`config.mk`:
```
export PLATFORM = sky130hd
export DESIGN_NAME = des_status_top
export DESIGN_NICKNAME = d
export VERILOG_FILES = /design/src/shared/des_pkg.sv /design/src/logic/des_flag_bank.sv /design/src/logic/des_state_monitor.sv /design/src/logic/des_status_top.sv
export SDC_FILE = /design/constraint.sdc
export NUM_CORES = 1
export LEC_CHECK = 0
export ABC_AREA = 0
export ABC_CLOCK_PERIOD_IN_PS = 2800
export BUFFER_PORTS_ARGS = -buffer_cell sky130_fd_sc_hd__buf_2
export CAP_MARGIN = 30
export CORE_MARGIN = 4
export CORE_UTILIZATION = 35
export CTS_CLUSTER_DIAMETER = 60
export DETAILED_ROUTE_END_ITERATION = 8
export PLACE_DENSITY = 0.6
export SLEW_MARGIN = 30
export SYNTH_ARGS = -nofsm -noshare
export SYNTH_HDL_FRONTEND = slang
export SYNTH_HIERARCHICAL = 1
export SYNTH_SLANG_ARGS = --single-unit
```
`constraint.sdc`:
```
create_clock -name sys_clk -period 2.8 [get_ports sys_clk]
set_input_delay 0.56 -clock sys_clk [delete_from_list [all_inputs] [get_ports sys_clk]]
set_output_delay 0.56 -clock sys_clk [all_outputs]
set_load 0.02 [all_outputs]
```
`src/shared/des_pkg.sv`:
```
package des_pkg;

    // register byte offsets
    localparam logic [7:0] DES_STATUS_OFS = 8'h28;
    localparam logic [7:0] DES_ENABLE_OFS = 8'h38;
    localparam logic [7:0] DES_CTRL_OFS = 8'h80;
    localparam logic [31:0] DES_RESET_VALUE = 32'h0000_0000;

    // status word layout
    localparam int DES_FLAG_W = 17;
    localparam int BIT_TX_DONE = 0;
    localparam int BIT_TX_STOPPED = 1;
    localparam int BIT_TX_DESC_MISSING = 2;
    localparam int BIT_TX_JABBER = 3;
    localparam int BIT_TX_UNDERFLOW = 5;
    localparam int BIT_RX_DONE = 6;
    localparam int BIT_RX_DESC_MISSING = 7;
    localparam int BIT_RX_STOPPED = 8;
    localparam int BIT_RX_WATCHDOG = 9;
    localparam int BIT_GP_TIMER = 11;
    localparam int BIT_BUS_FAULT = 13;
    localparam int BIT_ABNORMAL = 15;
    localparam int BIT_NORMAL = 16;
    localparam int RX_STATE_LSB = 17;
    localparam int TX_STATE_LSB = 20;
    localparam int BUS_ERR_LSB = 23;

    localparam logic [16:0] NORMAL_SRC_MASK = 17'h0_0045;
    localparam logic [16:0] ABNORMAL_SRC_MASK = 17'h0_2BAA;
    localparam logic [16:0] FLAG_USED_MASK = 17'h1_ABEF;

    // transmit state codes
    localparam logic [2:0] TX_STOPPED = 3'h0;
    localparam logic [2:0] TX_READ_DESC = 3'h1;
    localparam logic [2:0] TX_SENDING = 3'h2;
    localparam logic [2:0] TX_FIFO_FILL = 3'h3;
    localparam logic [2:0] TX_SUSPENDED = 3'h6;
    localparam logic [2:0] TX_WRITE_DESC = 3'h7;

    // receive state codes
    localparam logic [2:0] RX_STOPPED = 3'h0;
    localparam logic [2:0] RX_READ_DESC = 3'h1;
    localparam logic [2:0] RX_CHECK_FRAME = 3'h2;
    localparam logic [2:0] RX_WAIT_DATA = 3'h3;
    localparam logic [2:0] RX_SUSPENDED = 3'h4;
    localparam logic [2:0] RX_WRITE_DESC = 3'h5;
    localparam logic [2:0] RX_FLUSH = 3'h6;
    localparam logic [2:0] RX_DRAIN = 3'h7;

    // bus error kinds
    localparam logic [2:0] BUS_ERR_PARITY = 3'h0;
    localparam logic [2:0] BUS_ERR_MASTER_ABORT = 3'h1;
    localparam logic [2:0] BUS_ERR_TARGET_ABORT = 3'h2;

    // transmit descriptor status word marks
    localparam int TDES_UNDERFLOW_BIT = 1;
    localparam int TDES_JABBER_BIT = 14;

    // own control register
    localparam int CTRL_SOFT_RESET_BIT = 0;
    localparam int CTRL_BUS_HALT_BIT = 1;

    typedef enum logic [1:0] {
        DES_BUS_IDLE = 2'b01,
        DES_BUS_ACK = 2'b10
    } des_bus_state_e;

endpackage

```
`src/logic/des_flag_bank.sv`:
```
`timescale 1ns/1ps
module des_flag_bank #(
    parameter int N = 17
) (
    input wire logic sys_clk,
    input wire logic rst_n,
    input wire logic [N-1:0] set_in,
    input wire logic [N-1:0] clr_in,
    output logic [N-1:0] flag_q
);
    genvar i;
    generate
        for (i = 0; i < N; i++) begin : g_flag
            // an event in the clearing cycle keeps the flag set
            always_ff @(posedge sys_clk or negedge rst_n) begin
                if (!rst_n) begin
                    flag_q[i] <= 1'b0;
                end else if (set_in[i]) begin
                    flag_q[i] <= 1'b1;
                end else if (clr_in[i]) begin
                    flag_q[i] <= 1'b0;
                end
            end
        end
    endgenerate
endmodule

```
`src/logic/des_state_monitor.sv`:
```
`timescale 1ns/1ps
module des_state_monitor #(
    parameter int W = 3,
    parameter logic [W-1:0] STOP_CODE = '0
) (
    input wire logic sys_clk,
    input wire logic rst_n,
    input wire logic [W-1:0] state_in,
    output logic [W-1:0] state_q,
    output logic entered_stop
);
    // the reset value equals the stop code, so reset raises no entry pulse
    always_ff @(posedge sys_clk or negedge rst_n) begin
        if (!rst_n) begin
            state_q <= STOP_CODE;
        end else begin
            state_q <= state_in;
        end
    end

    always_ff @(posedge sys_clk or negedge rst_n) begin
        if (!rst_n) begin
            entered_stop <= 1'b0;
        end else begin
            entered_stop <= (state_in == STOP_CODE) && (state_q != STOP_CODE);
        end
    end
endmodule

```
`src/logic/des_status_top.sv`:
```
// The Avalon-MM slave port was decided locally.
`timescale 1ns/1ps
// Summary of operation
// - bus error cause kept in bits 25:23
// - transmit state code shown in bits 22:20
// - receive state code shown in bits 19:17
// - normal summary set from bits 0,2,6
// - abnormal summary set from abnormal event bits
// - flags latch high, software writes 1 clearing
// - fatal bus fault flags and halts bus mastering
// - general timer expiry sets bit 11
// - receive watchdog expiry sets bit 9
// - receive entering stopped sets bit 8
// - missing receive descriptor flags and suspends receive
// - receive resumes on poll or new frame unless bus mastering is halted
// - each finished received frame sets bit 6
// - underflow flags, suspends transmit, marks descriptor bit1
// - jabber flags, stops transmit, marks descriptor bit14
// - missing transmit descriptor flags and suspends transmit
// - transmit entering stopped sets bit 1
// - transmit done flags only with completion request
// - interrupt needs event enable and group enable
module des_status_top
    import des_pkg::*;
(
    input wire logic sys_clk,
    input wire logic rst_n,
    // avalon-mm slave
    input wire logic [7:0] avs_address,
    input wire logic avs_read,
    input wire logic avs_write,
    input wire logic [31:0] avs_writedata,
    input wire logic [3:0] avs_byteenable,
    output logic [31:0] avs_readdata,
    output logic avs_waitrequest,
    // dma engine events, one-cycle pulses
    input wire logic tx_frame_done_evt,
    input wire logic tx_first_desc_ioc,
    input wire logic tx_underflow_evt,
    input wire logic tx_jabber_evt,
    input wire logic tx_desc_missing_evt,
    input wire logic rx_frame_done_evt,
    input wire logic rx_desc_missing_evt,
    input wire logic rx_poll_demand,
    input wire logic rx_frame_seen,
    input wire logic rx_watchdog_evt,
    input wire logic general_timer_evt,
    input wire logic bus_fault_evt,
    input wire logic [2:0] bus_fault_kind,
    // dma engine state codes
    input wire logic [2:0] tx_state_code,
    input wire logic [2:0] rx_state_code,
    // commands back to the dma engines
    output logic tx_suspend_req,
    output logic tx_stop_req,
    output logic rx_suspend_req,
    output logic rx_resume_req,
    output logic tx_desc_mark,
    output logic [31:0] tx_desc_status_set,
    output logic bus_master_halt,
    output logic soft_reset_pulse,
    output logic irq_request
);

    des_bus_state_e bus_state_reg;
    logic [31:0] enable_reg;
    logic [DES_FLAG_W-1:0] flag_set;
    logic [DES_FLAG_W-1:0] flag_clr;
    logic [DES_FLAG_W-1:0] flag_q;
    logic [2:0] bus_error_kind_reg;
    logic [2:0] tx_state_q;
    logic [2:0] rx_state_q;
    logic tx_entered_stop;
    logic rx_entered_stop;
    logic [31:0] be_mask;
    logic [31:0] status_word;
    logic [31:0] ctrl_word;
    logic write_take;
    logic status_write;
    logic ctrl_write;
    logic soft_reset_now;
    logic [DES_FLAG_W-1:0] flag_keep;
    logic normal_src;
    logic abnormal_src;
    logic normal_pending;
    logic abnormal_pending;

    function automatic logic [31:0] expand_be(input logic [3:0] be);
        logic [31:0] m;
        m = 32'h0000_0000;
        for (int b = 0; b < 4; b++) begin
            m[b*8 +: 8] = {8{be[b]}};
        end
        return m;
    endfunction

    function automatic logic reg_hit(input logic [7:0] addr,
                                     input logic [7:0] ofs);
        return addr == ofs;
    endfunction

    // ---------------- bus slave ----------------
    // every access costs one wait cycle so read data come from a flop
    always_ff @(posedge sys_clk or negedge rst_n) begin
        if (!rst_n) begin
            bus_state_reg <= DES_BUS_IDLE;
        end else begin
            case (bus_state_reg)
                DES_BUS_IDLE: begin
                    if (avs_read || avs_write) begin
                        bus_state_reg <= DES_BUS_ACK;
                    end
                end
                DES_BUS_ACK: begin
                    bus_state_reg <= DES_BUS_IDLE;
                end
                default: begin
                    bus_state_reg <= DES_BUS_IDLE;
                end
            endcase
        end
    end

    always_ff @(posedge sys_clk or negedge rst_n) begin
        if (!rst_n) begin
            avs_waitrequest <= 1'b1;
        end else begin
            avs_waitrequest <= !((bus_state_reg == DES_BUS_IDLE) &&
                                 (avs_read || avs_write));
        end
    end

    always_ff @(posedge sys_clk or negedge rst_n) begin
        if (!rst_n) begin
            avs_readdata <= 32'h0000_0000;
        end else if ((bus_state_reg == DES_BUS_IDLE) && avs_read) begin
            if (reg_hit(avs_address, DES_STATUS_OFS)) begin
                avs_readdata <= status_word;
            end else if (reg_hit(avs_address, DES_ENABLE_OFS)) begin
                avs_readdata <= enable_reg;
            end else if (reg_hit(avs_address, DES_CTRL_OFS)) begin
                avs_readdata <= ctrl_word;
            end else begin
                avs_readdata <= 32'h0000_0000;
            end
        end
    end

    // writes land at the edge where the master sees waitrequest low
    assign write_take = (bus_state_reg == DES_BUS_ACK) && avs_write;
    assign be_mask = expand_be(avs_byteenable);
    assign status_write = write_take && reg_hit(avs_address, DES_STATUS_OFS);
    assign ctrl_write = write_take && reg_hit(avs_address, DES_CTRL_OFS);
    assign soft_reset_now = ctrl_write &&
        avs_writedata[CTRL_SOFT_RESET_BIT] && be_mask[CTRL_SOFT_RESET_BIT];

    // enable bits follow the status layout; unused ones read zero
    always_ff @(posedge sys_clk or negedge rst_n) begin
        if (!rst_n) begin
            enable_reg <= DES_RESET_VALUE;
        end else if (write_take && reg_hit(avs_address, DES_ENABLE_OFS)) begin
            enable_reg <= (avs_writedata & be_mask) |
                          (enable_reg & ~be_mask);
            enable_reg[31:DES_FLAG_W] <= '0;
            enable_reg[DES_FLAG_W-1:0] <=
                ((avs_writedata[DES_FLAG_W-1:0] & be_mask[DES_FLAG_W-1:0]) |
                 (enable_reg[DES_FLAG_W-1:0] & ~be_mask[DES_FLAG_W-1:0])) &
                FLAG_USED_MASK;
        end
    end

    // ---------------- state codes ----------------
    des_state_monitor #(
        .W(3),
        .STOP_CODE(TX_STOPPED)
    ) u_tx_state (
        .sys_clk(sys_clk),
        .rst_n(rst_n),
        .state_in(tx_state_code),
        .state_q(tx_state_q),
        .entered_stop(tx_entered_stop)
    );

    // rx wait-for-data arrives as RX_WAIT_DATA and is shown unchanged
    des_state_monitor #(
        .W(3),
        .STOP_CODE(RX_STOPPED)
    ) u_rx_state (
        .sys_clk(sys_clk),
        .rst_n(rst_n),
        .state_in(rx_state_code),
        .state_q(rx_state_q),
        .entered_stop(rx_entered_stop)
    );

    // ---------------- sticky flags ----------------
    always_comb begin
        flag_set = '0;
        flag_set[BIT_TX_DONE] = tx_frame_done_evt && tx_first_desc_ioc;
        flag_set[BIT_TX_STOPPED] = tx_entered_stop;
        flag_set[BIT_TX_DESC_MISSING] = tx_desc_missing_evt;
        flag_set[BIT_TX_JABBER] = tx_jabber_evt;
        flag_set[BIT_TX_UNDERFLOW] = tx_underflow_evt;
        flag_set[BIT_RX_DONE] = rx_frame_done_evt;
        flag_set[BIT_RX_DESC_MISSING] = rx_desc_missing_evt;
        flag_set[BIT_RX_STOPPED] = rx_entered_stop;
        flag_set[BIT_RX_WATCHDOG] = rx_watchdog_evt;
        flag_set[BIT_GP_TIMER] = general_timer_evt;
        flag_set[BIT_BUS_FAULT] = bus_fault_evt;
        flag_set[BIT_NORMAL] = normal_src;
        flag_set[BIT_ABNORMAL] = abnormal_src;
    end

    // write-one-clear; soft reset wipes every flag
    // reserved bits ignore writes so they keep reading zero
    always_comb begin
        flag_clr = {DES_FLAG_W{soft_reset_now}};
        if (status_write) begin
            flag_clr = flag_clr |
                (avs_writedata[DES_FLAG_W-1:0] & be_mask[DES_FLAG_W-1:0] &
                 FLAG_USED_MASK);
        end
    end

    // summaries look at sources that survive this edge, so a single write
    // of ones clears a summary together with its sources
    always_comb begin
        flag_keep = flag_q & ~flag_clr;
        normal_src = |(flag_keep & NORMAL_SRC_MASK);
        abnormal_src = |(flag_keep & ABNORMAL_SRC_MASK);
    end

    des_flag_bank #(
        .N(DES_FLAG_W)
    ) u_flags (
        .sys_clk(sys_clk),
        .rst_n(rst_n),
        .set_in(flag_set),
        .clr_in(flag_clr),
        .flag_q(flag_q)
    );

    // cause only meaningful while the fault flag is up
    always_ff @(posedge sys_clk or negedge rst_n) begin
        if (!rst_n) begin
            bus_error_kind_reg <= BUS_ERR_PARITY;
        end else if (bus_fault_evt) begin
            bus_error_kind_reg <= bus_fault_kind;
        end
    end

    always_comb begin
        // bits 31:26 are reserved and read zero
        status_word = 32'h0000_0000;
        status_word[DES_FLAG_W-1:0] = flag_q & FLAG_USED_MASK;
        status_word[RX_STATE_LSB +: 3] = rx_state_q;
        status_word[TX_STATE_LSB +: 3] = tx_state_q;
        status_word[BUS_ERR_LSB +: 3] = bus_error_kind_reg;
    end

    always_comb begin
        ctrl_word = 32'h0000_0000;
        ctrl_word[CTRL_BUS_HALT_BIT] = bus_master_halt;
    end

    // ---------------- bus fault halt ----------------
    // halt holds until software reset; a new fault in that cycle still halts
    always_ff @(posedge sys_clk or negedge rst_n) begin
        if (!rst_n) begin
            bus_master_halt <= 1'b0;
        end else if (bus_fault_evt) begin
            bus_master_halt <= 1'b1;
        end else if (soft_reset_now) begin
            bus_master_halt <= 1'b0;
        end
    end

    always_ff @(posedge sys_clk or negedge rst_n) begin
        if (!rst_n) begin
            soft_reset_pulse <= 1'b0;
        end else begin
            soft_reset_pulse <= soft_reset_now;
        end
    end

    // ---------------- commands to the dma engines ----------------
    // command pulses go out one edge after the event behind them
    always_ff @(posedge sys_clk or negedge rst_n) begin
        if (!rst_n) begin
            tx_suspend_req <= 1'b0;
            tx_stop_req <= 1'b0;
        end else begin
            tx_suspend_req <= tx_underflow_evt || tx_desc_missing_evt;
            tx_stop_req <= tx_jabber_evt;
        end
    end

    always_ff @(posedge sys_clk or negedge rst_n) begin
        if (!rst_n) begin
            tx_desc_mark <= 1'b0;
            tx_desc_status_set <= 32'h0000_0000;
        end else begin
            tx_desc_mark <= tx_underflow_evt || tx_jabber_evt;
            tx_desc_status_set <= 32'h0000_0000;
            tx_desc_status_set[TDES_UNDERFLOW_BIT] <= tx_underflow_evt;
            tx_desc_status_set[TDES_JABBER_BIT] <= tx_jabber_evt;
        end
    end

    // a suspended receiver restarts on a poll or on a recognised frame
    // a halted engine waits for the software reset before resuming
    always_ff @(posedge sys_clk or negedge rst_n) begin
        if (!rst_n) begin
            rx_suspend_req <= 1'b0;
            rx_resume_req <= 1'b0;
        end else begin
            rx_suspend_req <= rx_desc_missing_evt;
            rx_resume_req <= (rx_state_q == RX_SUSPENDED) &&
                             (rx_poll_demand || rx_frame_seen) &&
                             !bus_master_halt;
        end
    end

    // ---------------- interrupt request ----------------
    // an event is pending when flagged and individually enabled
    always_comb begin
        normal_pending = |(flag_q & enable_reg[DES_FLAG_W-1:0] &
                           NORMAL_SRC_MASK);
        abnormal_pending = |(flag_q & enable_reg[DES_FLAG_W-1:0] &
                             ABNORMAL_SRC_MASK);
    end

    // group enable gates each event enable
    always_ff @(posedge sys_clk or negedge rst_n) begin
        if (!rst_n) begin
            irq_request <= 1'b0;
        end else begin
            irq_request <= (enable_reg[BIT_NORMAL] && normal_pending) ||
                           (enable_reg[BIT_ABNORMAL] && abnormal_pending);
        end
    end

endmodule

```
# Yosys cells after proc, flatten, opt, wreduce, memory -nomap -nowiden
# Cells that the tools add are included.
[classes]
n_div = 0
eq_ne = 7
reduce_logical = 44
muxes = 34
addsub = 0
mul = 0
shifts = 0
n_lt_le_gt_ge = 0
bitwise_logic = 8
[op_table]
columns = ["op", "n"]
rows = [
  ["17-bit AND", 2],
  ["17-bit 2-to-1 mux", 2],
  ["17-bit bitwise OR", 2],
  ["14-bit AND", 2],
  ["1-bit 2-to-1 mux", 28],
  ["2-bit nonzero test", 14],
  ["26-bit 2-to-1 mux", 1],
  ["17-bit inverter", 1],
  ["8-bit by 6-bit equality test with 1-bit output, second input constant", 2],
  ["8-bit OR reduction", 2],
  ["1-bit logical AND", 15],
  ["14-bit inverter", 1],
  ["8-bit equality test, second input constant", 1],
  ["3-bit zero test", 2],
  ["2-bit 2-to-1 mux", 3],
  ["3-bit nonzero test", 2],
  ["3-bit OR reduction", 2],
  ["1-bit logical OR", 5],
  ["3-bit equality test, second input constant", 1],
  ["2-bit by 1-bit equality test with 1-bit output, second input constant", 1],
  ["2-bit equality test, second input constant", 1],
  ["1-bit zero test", 2],
  ["2-bit inequality test, second input constant", 1],
]
[totals]
mem_bits_ro = 0
ramBits = 0
ff_bits = 82
latch_bits = 0
memories = 0
in_bits = 69

# Logic depth before layout (Yosys ltp)
# Gate-level depths: netlist of run 1.
[depth]
word_depth = 11
depth_mapped = 8

# By module
# Netlist of run 1, hierarchy kept.
[modules_own_cells]
columns = ["mod", "instances", "cells_each", "area_per_inst_um2"]
rows = [
  ["des_status_top", 1, 275, 2692.6],
  ["des_flag_bank", 1, 51, 616.8],
  ["des_state_monitor", 2, 6, 122.6],
]

# Worst setup path after synthesis of run 1
# No wires, ideal clock.
[synth_path]
kind = "input to register"
from = "in avs_address[2]"
to = "reg u_flags.flag_q[15]"
setup_ps = 118
path_slack_ps = 838
path_buffers = 1
arrival_ps = 1844
cell_stages = 6
cell_sequence = "nor4_4 buf_6 nand4_4 a2111oi_0 a21oi_1 a21o_1"
[synth_between]
elab_chain_cells = 10
word_cells_on_any_way = 13
classes_between = "eq/ne (2); mux (2); bitwise (3); reduce/logical (6)"
[synth_rtl]
columns = ["item", "line", "text"]
rows = [
  ["start, declared", "des_status_top.sv:29", "input wire logic [7:0] avs_address,"],
  ["8-bit equality test", "des_status_top.sv:99", "return addr == ofs;"],
  ["1-bit logical AND", "des_status_top.sv:153", "assign ctrl_write = write_take && reg_hit(avs_address, DES_CTRL_OFS);"],
  ["1-bit logical AND", "des_status_top.sv:154", "assign soft_reset_now = ctrl_write &&"],
  ["1-bit logical AND", "des_status_top.sv:155", "avs_writedata[CTRL_SOFT_RESET_BIT] && be_mask[CTRL_SOFT_RESET_BIT];"],
  ["17-bit bitwise OR", "des_status_top.sv:219", "flag_clr = flag_clr |"],
  ["17-bit 2-to-1 mux (*)", "des_status_top.sv:218", "if (status_write) begin"],
  ["14-bit inverter (*)", "des_status_top.sv:228", "flag_keep = flag_q & ~flag_clr;"],
  ["14-bit AND (*)", "des_status_top.sv:228", ""],
  ["8-bit OR reduction (*)", "des_status_top.sv:230", "abnormal_src = |(flag_keep & ABNORMAL_SRC_MASK);"],
  ["net abnormal_src", "des_status_top.sv:84", "logic abnormal_src;"],
  ["1-bit 2-to-1 mux or 2-bit nonzero test (tied branches)", "-", ""],
  ["end signal, assigned by index", "des_flag_bank.sv:17", "flag_q[i] <= 1'b0;"],
  ["end signal, assigned by index", "des_flag_bank.sv:19", "flag_q[i] <= 1'b1;"],
  ["end signal, assigned by index", "des_flag_bank.sv:21", "flag_q[i] <= 1'b0;"],
  ["end, declared", "des_flag_bank.sv:9", "output logic [N-1:0] flag_q"],
]
# The timed path passes the listed nets; every way through them passes the cells marked *.
# A chain may end at the register's enable or synchronous reset.

# Worst setup path in the final report of run 1
[layout_path]
from = "in avs_address[4]"
to = "reg u_flags.flag_q[15]"
# The elaborated chain is that of the path after synthesis.

==> flow_metrics.py, run 1 <==
metrics = {
    "layout": {
        "drive_gt1_share_pct": 32.2,
        "diodes": 0,
        "fin_nets": 480,
        "fin_util_pct": 42.8,
        "area_growth_syn_to_layout_pct": 17.7,
    },
    "global_routing": {
        "antenna_found_initial": 0,
        "grt.overflow.total": 0,
        "track_usage_pct": 14.1,
        "grt_pass1_wl_um": 12500,
        "grt_pass1_vias": 2450,
        "grt_max_degree": 47,
    },
    "routing": {
        "first_pass_iters": 9,
        "drt_iter0_markers": 129,
        "vias": 2543,
        "totalWireLength_um": 7810,
        "ant_nets": 0,
        "drc_errors": 2,
        "wl_per_cell_um": 14.3,
        "viasPerCell": 4.67,
    },
    "die": {
        "io_pins": 142,
        "initial_utilization_pct": 36.4,
        "die_w_um": 107,
        "coreArea_mm2": 0.00937,
        "die_area_mm2": 0.0114,
        "die_y_um": 107,
        "rows": 35,
    },
    "timing": {
        "setup_tns_ns": 0,
        "relSlewSlack_pct": 59.6,
        "finalCriticalPeriod_ns": 2.00,
        "worst-slew-pin-transition_ns": 0.605,
        "setup-violations-final": 0,
        "period_share_pct": 71.5,
        "max_freq_mhz": 500,
        "slew_viol_final": 0,
        "rsz0062_at_grt": "false",
        "finClkSkew_ns": 0.00380,
        "hold_viol": 0,
    },
    "power": {
        "power.density_mw_per_mm2": 545,
        "ir_drop_mv": 0.442,
        "power_leakage_nw": 1.95,
    },
    "critical_path": {
        "slowest_delay_ns": 0.55,
        "reg2reg_slack_ns": 0.85,
        "r2r_end": "u_flags/flag_q[15]",
        "worstPathRequired_ns": 3.04,
        "cpMaxStageDelayCell": "a2111oi_0",
        "crit_fanout": 13,
        "critPathArrivalTime_ns": 2.24,
        "worstSetupEndpointType": "flip-flop",
        "worstSetupPathType": "input port to flip-flop",
        "startpoint_type": "input port",
        "cp-endpoint": "u_flags/flag_q[15]",
        "cp_cell_sequence": "buf_2, and4bb_2, nand4_1, a2111oi_0, a21oi_1, a21o_1",
        "crit_start": "avs_address[4]",
        "reg2reg_from": "bus_state_reg[0]",
        "rr_worst_depth": 5,
    },
    "clock_tree": {
        "cts_root_buf": "clkbuf_8",
        "clkTransAtPathRegs_ns": 0.07,
        "numCtsBuffers": 9,
        "cts_tree": "built",
        "postCtsResizedCells": 0,
        "clk_latency_ns": 0.35,
        "cts_setup_buffers": 0,
        "htreeDepth": 3,
        "clk_path_buf_depth": 2,
        "cts_sinks": 71,
        "hold_buffers": 0,
    },
    "placement": {
        "gp_congestion": 0.799,
        "portBuffers": 81,
        "dp_hpwl_um": 6040,
    },
    "synth": {
        "synth_warnings": 6,
        "synthesis.area_mm2": 0.00341,
        "synthCells": 326,
        "syn-mean-instance-area_um2": 10.5,
    },
    "min_path": {
        "min_path_type": "input port to async pin",
    },
    "run": {
        "drv_cap": 0,
    },
    "outcome": {
        "status": "finished, violations left",
        "failed_checks": "DRC",
    },
}
==> worst max-delay path, delay by kind of cell <==
kind                   cells  cell delay [ns]
AOI/OAI and AO/OA          3             0.88
buffers and inverters      1             0.12
and+or+nand+nor            2             0.68
==> cell type report <==
| type | instances | area [µm²] |
|---|---|---|
| Tap cell | 129 | 161 |
| Multi-Input combinational cell | 216 | 1310 |
| Clock inverter | 7 | 72.6 |
| Timing Repair Buffer | 90 | 485 |
| Inverter | 23 | 86.3 |
| Clock buffer | 9 | 124 |
| Sequential cell | 71 | 1780 |
| Fill cell | 946 | 5360 |
==> worst min-delay path by stage <==
stage | slack (ns) | depth (start not counted) | to | start
2_1_floorplan | 0.26 | 0 | async pin | rst_n
3_3_place_gp | 0.42 | 1 | u_flags/flag_q[8] | u_rx_state/entered_stop
3_5_place_dp | 0.43 | 1 | u_flags/flag_q[8] | u_rx_state/entered_stop
4_1_cts | 0.23 | 1 | async pin | rst_n
5_1_grt | 0.26 | 1 | avs_readdata[13] | rst_n
6_report | 0.22 | 1 | avs_readdata[8] | rst_n
==> per-stage QoR <==
step	std cells	power (mW)	area (µm²)	worst slack (ns)	hold slack, ns
4_1_cts	545	2.21	4010	0.836	0.226
6_report	545	2.19	4010	0.799	0.221
3_5_place_dp	529	1.40	3820	0.476	0.429
3_3_place_gp	529	1.40	3820	0.443	0.415
5_1_grt	545	2.29	4010	0.567	0.262
2_1_floorplan	365	1.33	3560	0.838	0.264
==> per-layer routing <==
metal	routed length (µm)	up-vias	part of all wire, %	track usage [%]
met4	134	0	1.7	5.57
met5	0	-	0	0
met1	3490	1212	45	18.8
li1	-	1217	-	-
met2	3660	102	47	22.2
met3	531	12	6.8	3.55
==> report_power, final <==
part / leakage (nW) / total [mW] / internal [mW] / switching [mW]
clock network: 0.0956 / 0.810 / 0.412 / 0.398
logic: 0.980 / 0.280 / 0.0792 / 0.201
registers: 0.874 / 1.10 / 1.08 / 0.0229
total: 1.95 / 2.19 / 1.57 / 0.622
==> cell usage in the layout (no fill, tap or decap), types with 2 or more instances in the layout <==
master       n
nor4_2       2
conb_1      40
nand3_1     11
buf_2       81
o21ai_0     29
nor2b_1      2
a21o_1      14
and4b_1      2
a41oi_1      6
and2_1       2
nor3_2       2
dfstp_2      2
or2_2        2
and3b_1      2
nand2_1     47
clkinv_2     2
inv_1       23
nand4_1      6
clkbuf_8     9
clkinvlp_4   2
buf_4        8
mux2_2      16
a22oi_1     17
a2111oi_0    2
dfrtp_1     69
Power figures use the tool's default switching activity.
==> run 2: changes to the inputs <==
- ABC_AREA: 0 -> 1
- ABC_CLOCK_PERIOD_IN_PS: 2800 -> 2040
- PLACE_DENSITY: 0.6 -> 0.59
- clock period: 2.8 -> 2.04 ns (I/O delays scaled with it)
==> run 2 against run 1 <==
The flow now finishes without violations. Register-to-register slack got worse by 0.48 ns. Highest routed layer unchanged. Area after synthesis increased by 8.0%. Clock power increased by 69%.
==> flow_metrics.py, run 2 <==
metrics = {
    "power": {
        "p_int_mw": 2.72,
        "ir_drop_mv": 0.402,
        "combPwrFrac_pct": 22.7,
        "switching_share_pct": 31.0,
        "switchingPower_mw": 1.22,
        "power.density_mw_per_mm2": 906,
        "seqPwrFrac_pct": 42.5,
        "power_leakage_nw": 2.45,
        "p_clk_share_pct": 34.8,
    },
    "critical_path": {
        "reg2reg_slack_ns": 0.37,
        "startpoint_type": "flip-flop",
        "rr_worst_depth": 8,
        "crit_fanout": 25,
        "worstPathRequired_ns": 2.32,
        "worstSetupPathType": "flip-flop to flip-flop",
        "worstSetupEndpointType": "flip-flop",
        "critPathArrivalTime_ns": 1.95,
    },
    "synth": {
        "synth_warnings": 6,
        "synthesis.area_mm2": 0.00368,
        "synthCells": 446,
        "syn-mean-instance-area_um2": 8.26,
    },
    "timing": {
        "max_freq_mhz": 599,
        "relSlewSlack_pct": 63.6,
        "slew_viol_final": 0,
        "period_share_pct": 81.9,
        "setup-violations-final": 0,
        "setup_tns_ns": 0,
        "worst-slew-pin-transition_ns": 0.545,
        "finalCriticalPeriod_ns": 1.67,
        "finClkSkew_ns": 0.00900,
        "rsz0062_at_grt": "false",
        "fin_ws_ns": 0.370,
        "hold_viol": 0,
    },
    "routing": {
        "drc_errors": 0,
        "first_pass_iters": 4,
        "wl_per_cell_um": 12.3,
        "viasPerCell": 4.35,
        "ant_nets": 0,
        "drt_iter0_markers": 190,
        "totalWireLength_um": 8320,
        "vias": 2939,
    },
    "layout": {
        "area_growth_syn_to_layout_pct": 18.2,
        "layout_commonest_cell": "nand2_1",
        "fin_util_pct": 42.4,
        "final_cell_mix": "nand2_1, buf_2, dfrtp_1",
        "drive_gt1_share_pct": 24.4,
        "fin_nets": 604,
        "fillCellCount": 1072,
        "diodes": 0,
        "fin_cells": 676,
    },
    "placement": {
        "gp_congestion": 0.790,
        "pre_cts_ws_ns": 0.191,
        "dp_hpwl_um": 6320,
        "portBuffers": 81,
        "dp.cells": 660,
    },
    "clock_tree": {
        "clk_latency_ns": 0.35,
        "clk_path_buf_depth": 2,
        "cts_root_buf": "clkbuf_8",
        "cts_tree": "built",
        "numCtsBuffers": 9,
        "htreeDepth": 3,
        "cts_sinks": 71,
        "hold_buffers": 0,
        "postCtsResizedCells": 0,
        "cts_setup_buffers": 0,
        "clkTransAtPathRegs_ns": 0.08,
    },
    "die": {
        "die_area_mm2": 0.0122,
        "die_w_um": 111,
        "initial_utilization_pct": 35.8,
        "io_pins": 142,
        "rows": 37,
        "coreArea_mm2": 0.0103,
        "die_y_um": 111,
    },
    "min_path": {
        "min_path_type": "input port to async pin",
    },
    "global_routing": {
        "grt_max_degree": 26,
        "grt.overflow.total": 0,
        "grt_pass1_vias": 2838,
        "grt_pass1_wl_um": 13600,
        "antenna_found_initial": 0,
        "track_usage_pct": 13.8,
    },
    "outcome": {
        "status": "finished, final reports clean",
    },
    "run": {
        "drv_cap": 0,
    },
}
[run 2: worst max-delay path, cell delays in order (launching register included)]
cell,delay (ns)
dfstp_2,0.52
inv_1,0.06
or2_1,0.22
inv_2,0.07
nand2_2,0.05
inv_2,0.32
buf_4,0.23
nand3_1,0.07
nand2_1,0.07
[run 2: layout make-up]
class	count	area, µm²	share of cell area, %
clock buffer	9	124	2.85
multi-input combinational	301	1410	32.4
sequential	71	1780	40.9
timing repair buffer	93	520	12.0
clock inverter	7	121	2.79
tap	136	170	3.91
inverter	59	226	5.20
[run 2: worst paths after layout]
| check | to | from |
|---|---|---|
| worst min-delay path | avs_readdata[0] | rst_n |
| worst min register to register | u_flags/flag_q[8] | u_rx_state/entered_stop |
| min in group sys_clk | u_rx_state/state_q[1] | rx_state_code[1] |
| worst max-delay path | avs_readdata[21] | bus_state_reg[0] |
| max in group asynchronous | bus_state_reg[0] | rst_n |
| worst max register to register | avs_readdata[21] | bus_state_reg[0] |
[run 2: per-stage QoR]
stage	cell area (µm²)	hold slack (ns)	power (mW)
after floorplan	3830	0.112	2.37
after global placement	4110	0.418	2.61
after detailed placement	4110	0.420	2.62
after CTS	4350	0.0546	4.00
after global routing	4350	0.0679	4.15
final	4350	0.0420	3.94
[run 2: per-layer routing]
layer | vias to the layer above | share of wire (%) | GRT usage, % | routed length (µm)
met5 | - | 0 | 0 | 0
met4 | 0 | 1.2 | 4.19 | 102
met3 | 6 | 6.0 | 4.00 | 501
met2 | 80 | 49 | 22.9 | 4070
met1 | 1360 | 44 | 17.5 | 3640
li1 | 1493 | - | - | -
[run 2: power groups by stage]
stage / registers (mW) / clock network, mW / logic [mW]
floorplan: 1.88 / 0 / 0.497
global placement: 1.70 / 0 / 0.902
detailed placement: 1.71 / 0 / 0.911
CTS: 1.68 / 1.40 / 0.913
global route: 1.70 / 1.46 / 0.987
finish: 1.68 / 1.37 / 0.895
==> run 3: changes to the inputs <==
- ABC_AREA: 1 -> 0
- ABC_CLOCK_PERIOD_IN_PS: 2040 -> 1500
- PLACE_DENSITY: 0.59 -> 0.62
- clock period: 2.04 -> 1.5 ns (I/O delays scaled with it)
==> run 3 against run 2 <==
The flow now finishes with violations (setup timing). Combinational power is 25% lower. First-iteration DRC count is 40% lower. Sequential cell count unchanged. Worst setup slack worse by 0.50 ns.
==> flow_metrics.py, run 3 (synthesized netlist as in run 1, its figures left out) <==
metrics = {
    "critical_path": {
        "critical_path_buf_inv_count": 3,
        "slowest_delay_ns": 0.38,
        "rr_worst_depth": 7,
        "cpMostUsedCell": "buf_6",
        "worstSetupPathType": "flip-flop to flip-flop",
        "worstSetupEndpointType": "flip-flop",
        "crit_family": "simple AND/OR/NAND/NOR gates",
        "startpoint_type": "flip-flop",
        "critPathArrivalTime_ns": 1.87,
        "cpMaxStageDelayCell": "dfstp_2",
        "r2r_end": "u_flags/flag_q[15]",
        "reg2reg_from": "bus_state_reg[0]",
        "reg2reg_slack_ns": -0.13,
        "worstPathRequired_ns": 1.73,
        "cp_cell_sequence": "and4b_2, buf_6, nand4_1, buf_6, inv_4, a21oi_1, a21o_1",
        "crit_fanout": 7,
    },
    "timing": {
        "max_freq_mhz": 612,
        "setup_tns_ns": -2.25,
        "hold_viol": 0,
        "rsz0062_at_grt": "true",
        "finClkSkew_ns": 0.00842,
        "finalCriticalPeriod_ns": 1.63,
        "slew_viol_final": 0,
        "setup-violations-final": 21,
        "period_share_pct": 109,
        "fin_ws_ns": -0.135,
    },
    "clock_tree": {
        "numCtsBuffers": 9,
        "clkTransAtPathRegs_ns": 0.07,
        "htreeDepth": 3,
        "cts_sinks": 71,
        "clk_latency_ns": 0.34,
        "cts_root_buf": "clkbuf_8",
        "cts_tree": "built",
        "clk_path_buf_depth": 2,
    },
    "layout": {
        "layout_commonest_cell": "buf_2",
        "drive_gt1_share_pct": 43.9,
        "final_cell_mix": "buf_2, dfrtp_1, conb_1",
        "area_growth_syn_to_layout_pct": 31.7,
        "postLayoutCellArea_mm2": 0.00449,
        "diodes": 0,
        "fin_nets": 509,
        "fin_cells": 573,
    },
    "routing": {
        "viasPerCell": 4.67,
        "first_pass_iters": 5,
        "wl_per_cell_um": 14.6,
        "drt_iter0_markers": 114,
        "vias": 2674,
        "totalWireLength_um": 8340,
        "drc_errors": 0,
        "ant_nets": 0,
    },
    "placement": {
        "gp_congestion": 0.815,
        "pre_cts_ws_ns": -0.359,
        "portBuffers": 81,
        "dp_hpwl_um": 6420,
        "dp.cells": 554,
        "placed_area_mm2": 0.00409,
    },
    "global_routing": {
        "grt.overflow.total": 0,
        "track_usage_pct": 15.0,
        "grt_pass1_vias": 2662,
        "grt_pass1_wl_um": 13400,
        "grt_max_degree": 45,
        "antenna_found_initial": 0,
    },
    "die": {
        "die_w_um": 107,
        "initial_utilization_pct": 36.4,
        "die_y_um": 107,
        "die_area_mm2": 0.0114,
        "coreArea_mm2": 0.00937,
        "rows": 35,
        "io_pins": 142,
    },
    "min_path": {
        "min_path_cells": 1,
        "min_path_type": "input port to flip-flop",
        "hold_end": "u_tx_state/state_q[1]",
        "worstHoldStart": "tx_state_code[1]",
    },
    "power": {
        "ir_drop_mv": 0.800,
        "total_power_mw": 4.23,
        "power.density_mw_per_mm2": 943,
        "power_leakage_nw": 2.14,
    },
    "outcome": {
        "status": "finished, violations left",
        "failed_checks": "setup timing",
    },
    "run": {
        "drv_cap": 0,
    },
}
run 3: changes by cell type in the layout (fill, tap and decap cells not counted), moves of 15 or more:
| cell | previous run | this run |
|---|---|---|
| nand2_1 | 134 | 38 |
| inv_1 | 55 | 13 |
| nand3_1 | 59 | 10 |
| o21ai_0 | 7 | 25 |
| buf_4 | 10 | 25 |
| a22oi_1 | 0 | 17 |
run 3: area by class of cell:
| class | instances | area [µm²] |
|---|---|---|
| clock buffer | 12 | 155 |
| clock inverter | 3 | 42.5 |
| fill | 896 | 4880 |
| inverter | 23 | 91.3 |
| multi-input combinational | 216 | 1470 |
| sequential | 71 | 1780 |
| tap | 129 | 161 |
| timing repair buffer | 119 | 791 |
run 3: worst max path at each step:
stage | from | endpoint | slack, ns | cells past startpoint
after floorplan | avs_address[0] | u_flags/flag_q[15] | -0.12 | 6
after global placement | avs_address[7] | u_flags/flag_q[15] | -0.31 | 7
after detailed placement | avs_address[0] | flip-flop | -0.36 | 6
after CTS | bus_state_reg[0] | u_flags/flag_q[15] | -0.11 | 6
after global routing | bus_state_reg[0] | u_flags/flag_q[15] | -0.25 | 5
final | bus_state_reg[0] | u_flags/flag_q[15] | -0.13 | 7
run 3: stage by stage:
| step | utilization, % | hold slack [ns] |
|---|---|---|
| CTS | 47.1 | 0.0777 |
| finish | 47.9 | 0.0839 |
| detailed placement | 43.7 | 0.278 |
| floorplan | - | 0.00441 |
| global placement | 43.7 | 0.269 |
| global route | 47.9 | 0.0643 |
run 3: where the power goes:
part           switching (mW)  internal, mW  leakage, nW
sequential             0.0433          2.01        0.874
combinational           0.421         0.246         1.17
clock                   0.665         0.847       0.0985
total                    1.13          3.10         2.14
run 3: timing repair:
item | in CTS | in global routing
gates resized for setup | 24 | 29
hold buffers | 1 | 0
endpoints found under the setup margin | 23 | 27
pin swaps | 9 | 3
cloned | 1 | 0
setup buffers | 3 | 1
endpoints found under the hold margin | 15 | 0
run 3: worst register-to-register path, stage by stage (launching register included):
cell     delay [ns]
dfstp_2        0.38
and4b_2        0.37
buf_6          0.15
nand4_1        0.16
buf_6          0.21
inv_4          0.06
a21oi_1        0.04
a21o_1         0.16
run 3: layer usage:
| layer | routed length (µm) | track usage, % | vias up | part of all wire, % |
|---|---|---|---|---|
| li1 | - | - | 1275 | - |
| met1 | 3580 | 19.3 | 1282 | 43 |
| met2 | 3940 | 23.7 | 103 | 47 |
| met3 | 638 | 4.82 | 14 | 7.6 |
| met4 | 187 | 5.75 | 0 | 2.2 |
| met5 | 0 | 0 | - | 0 |
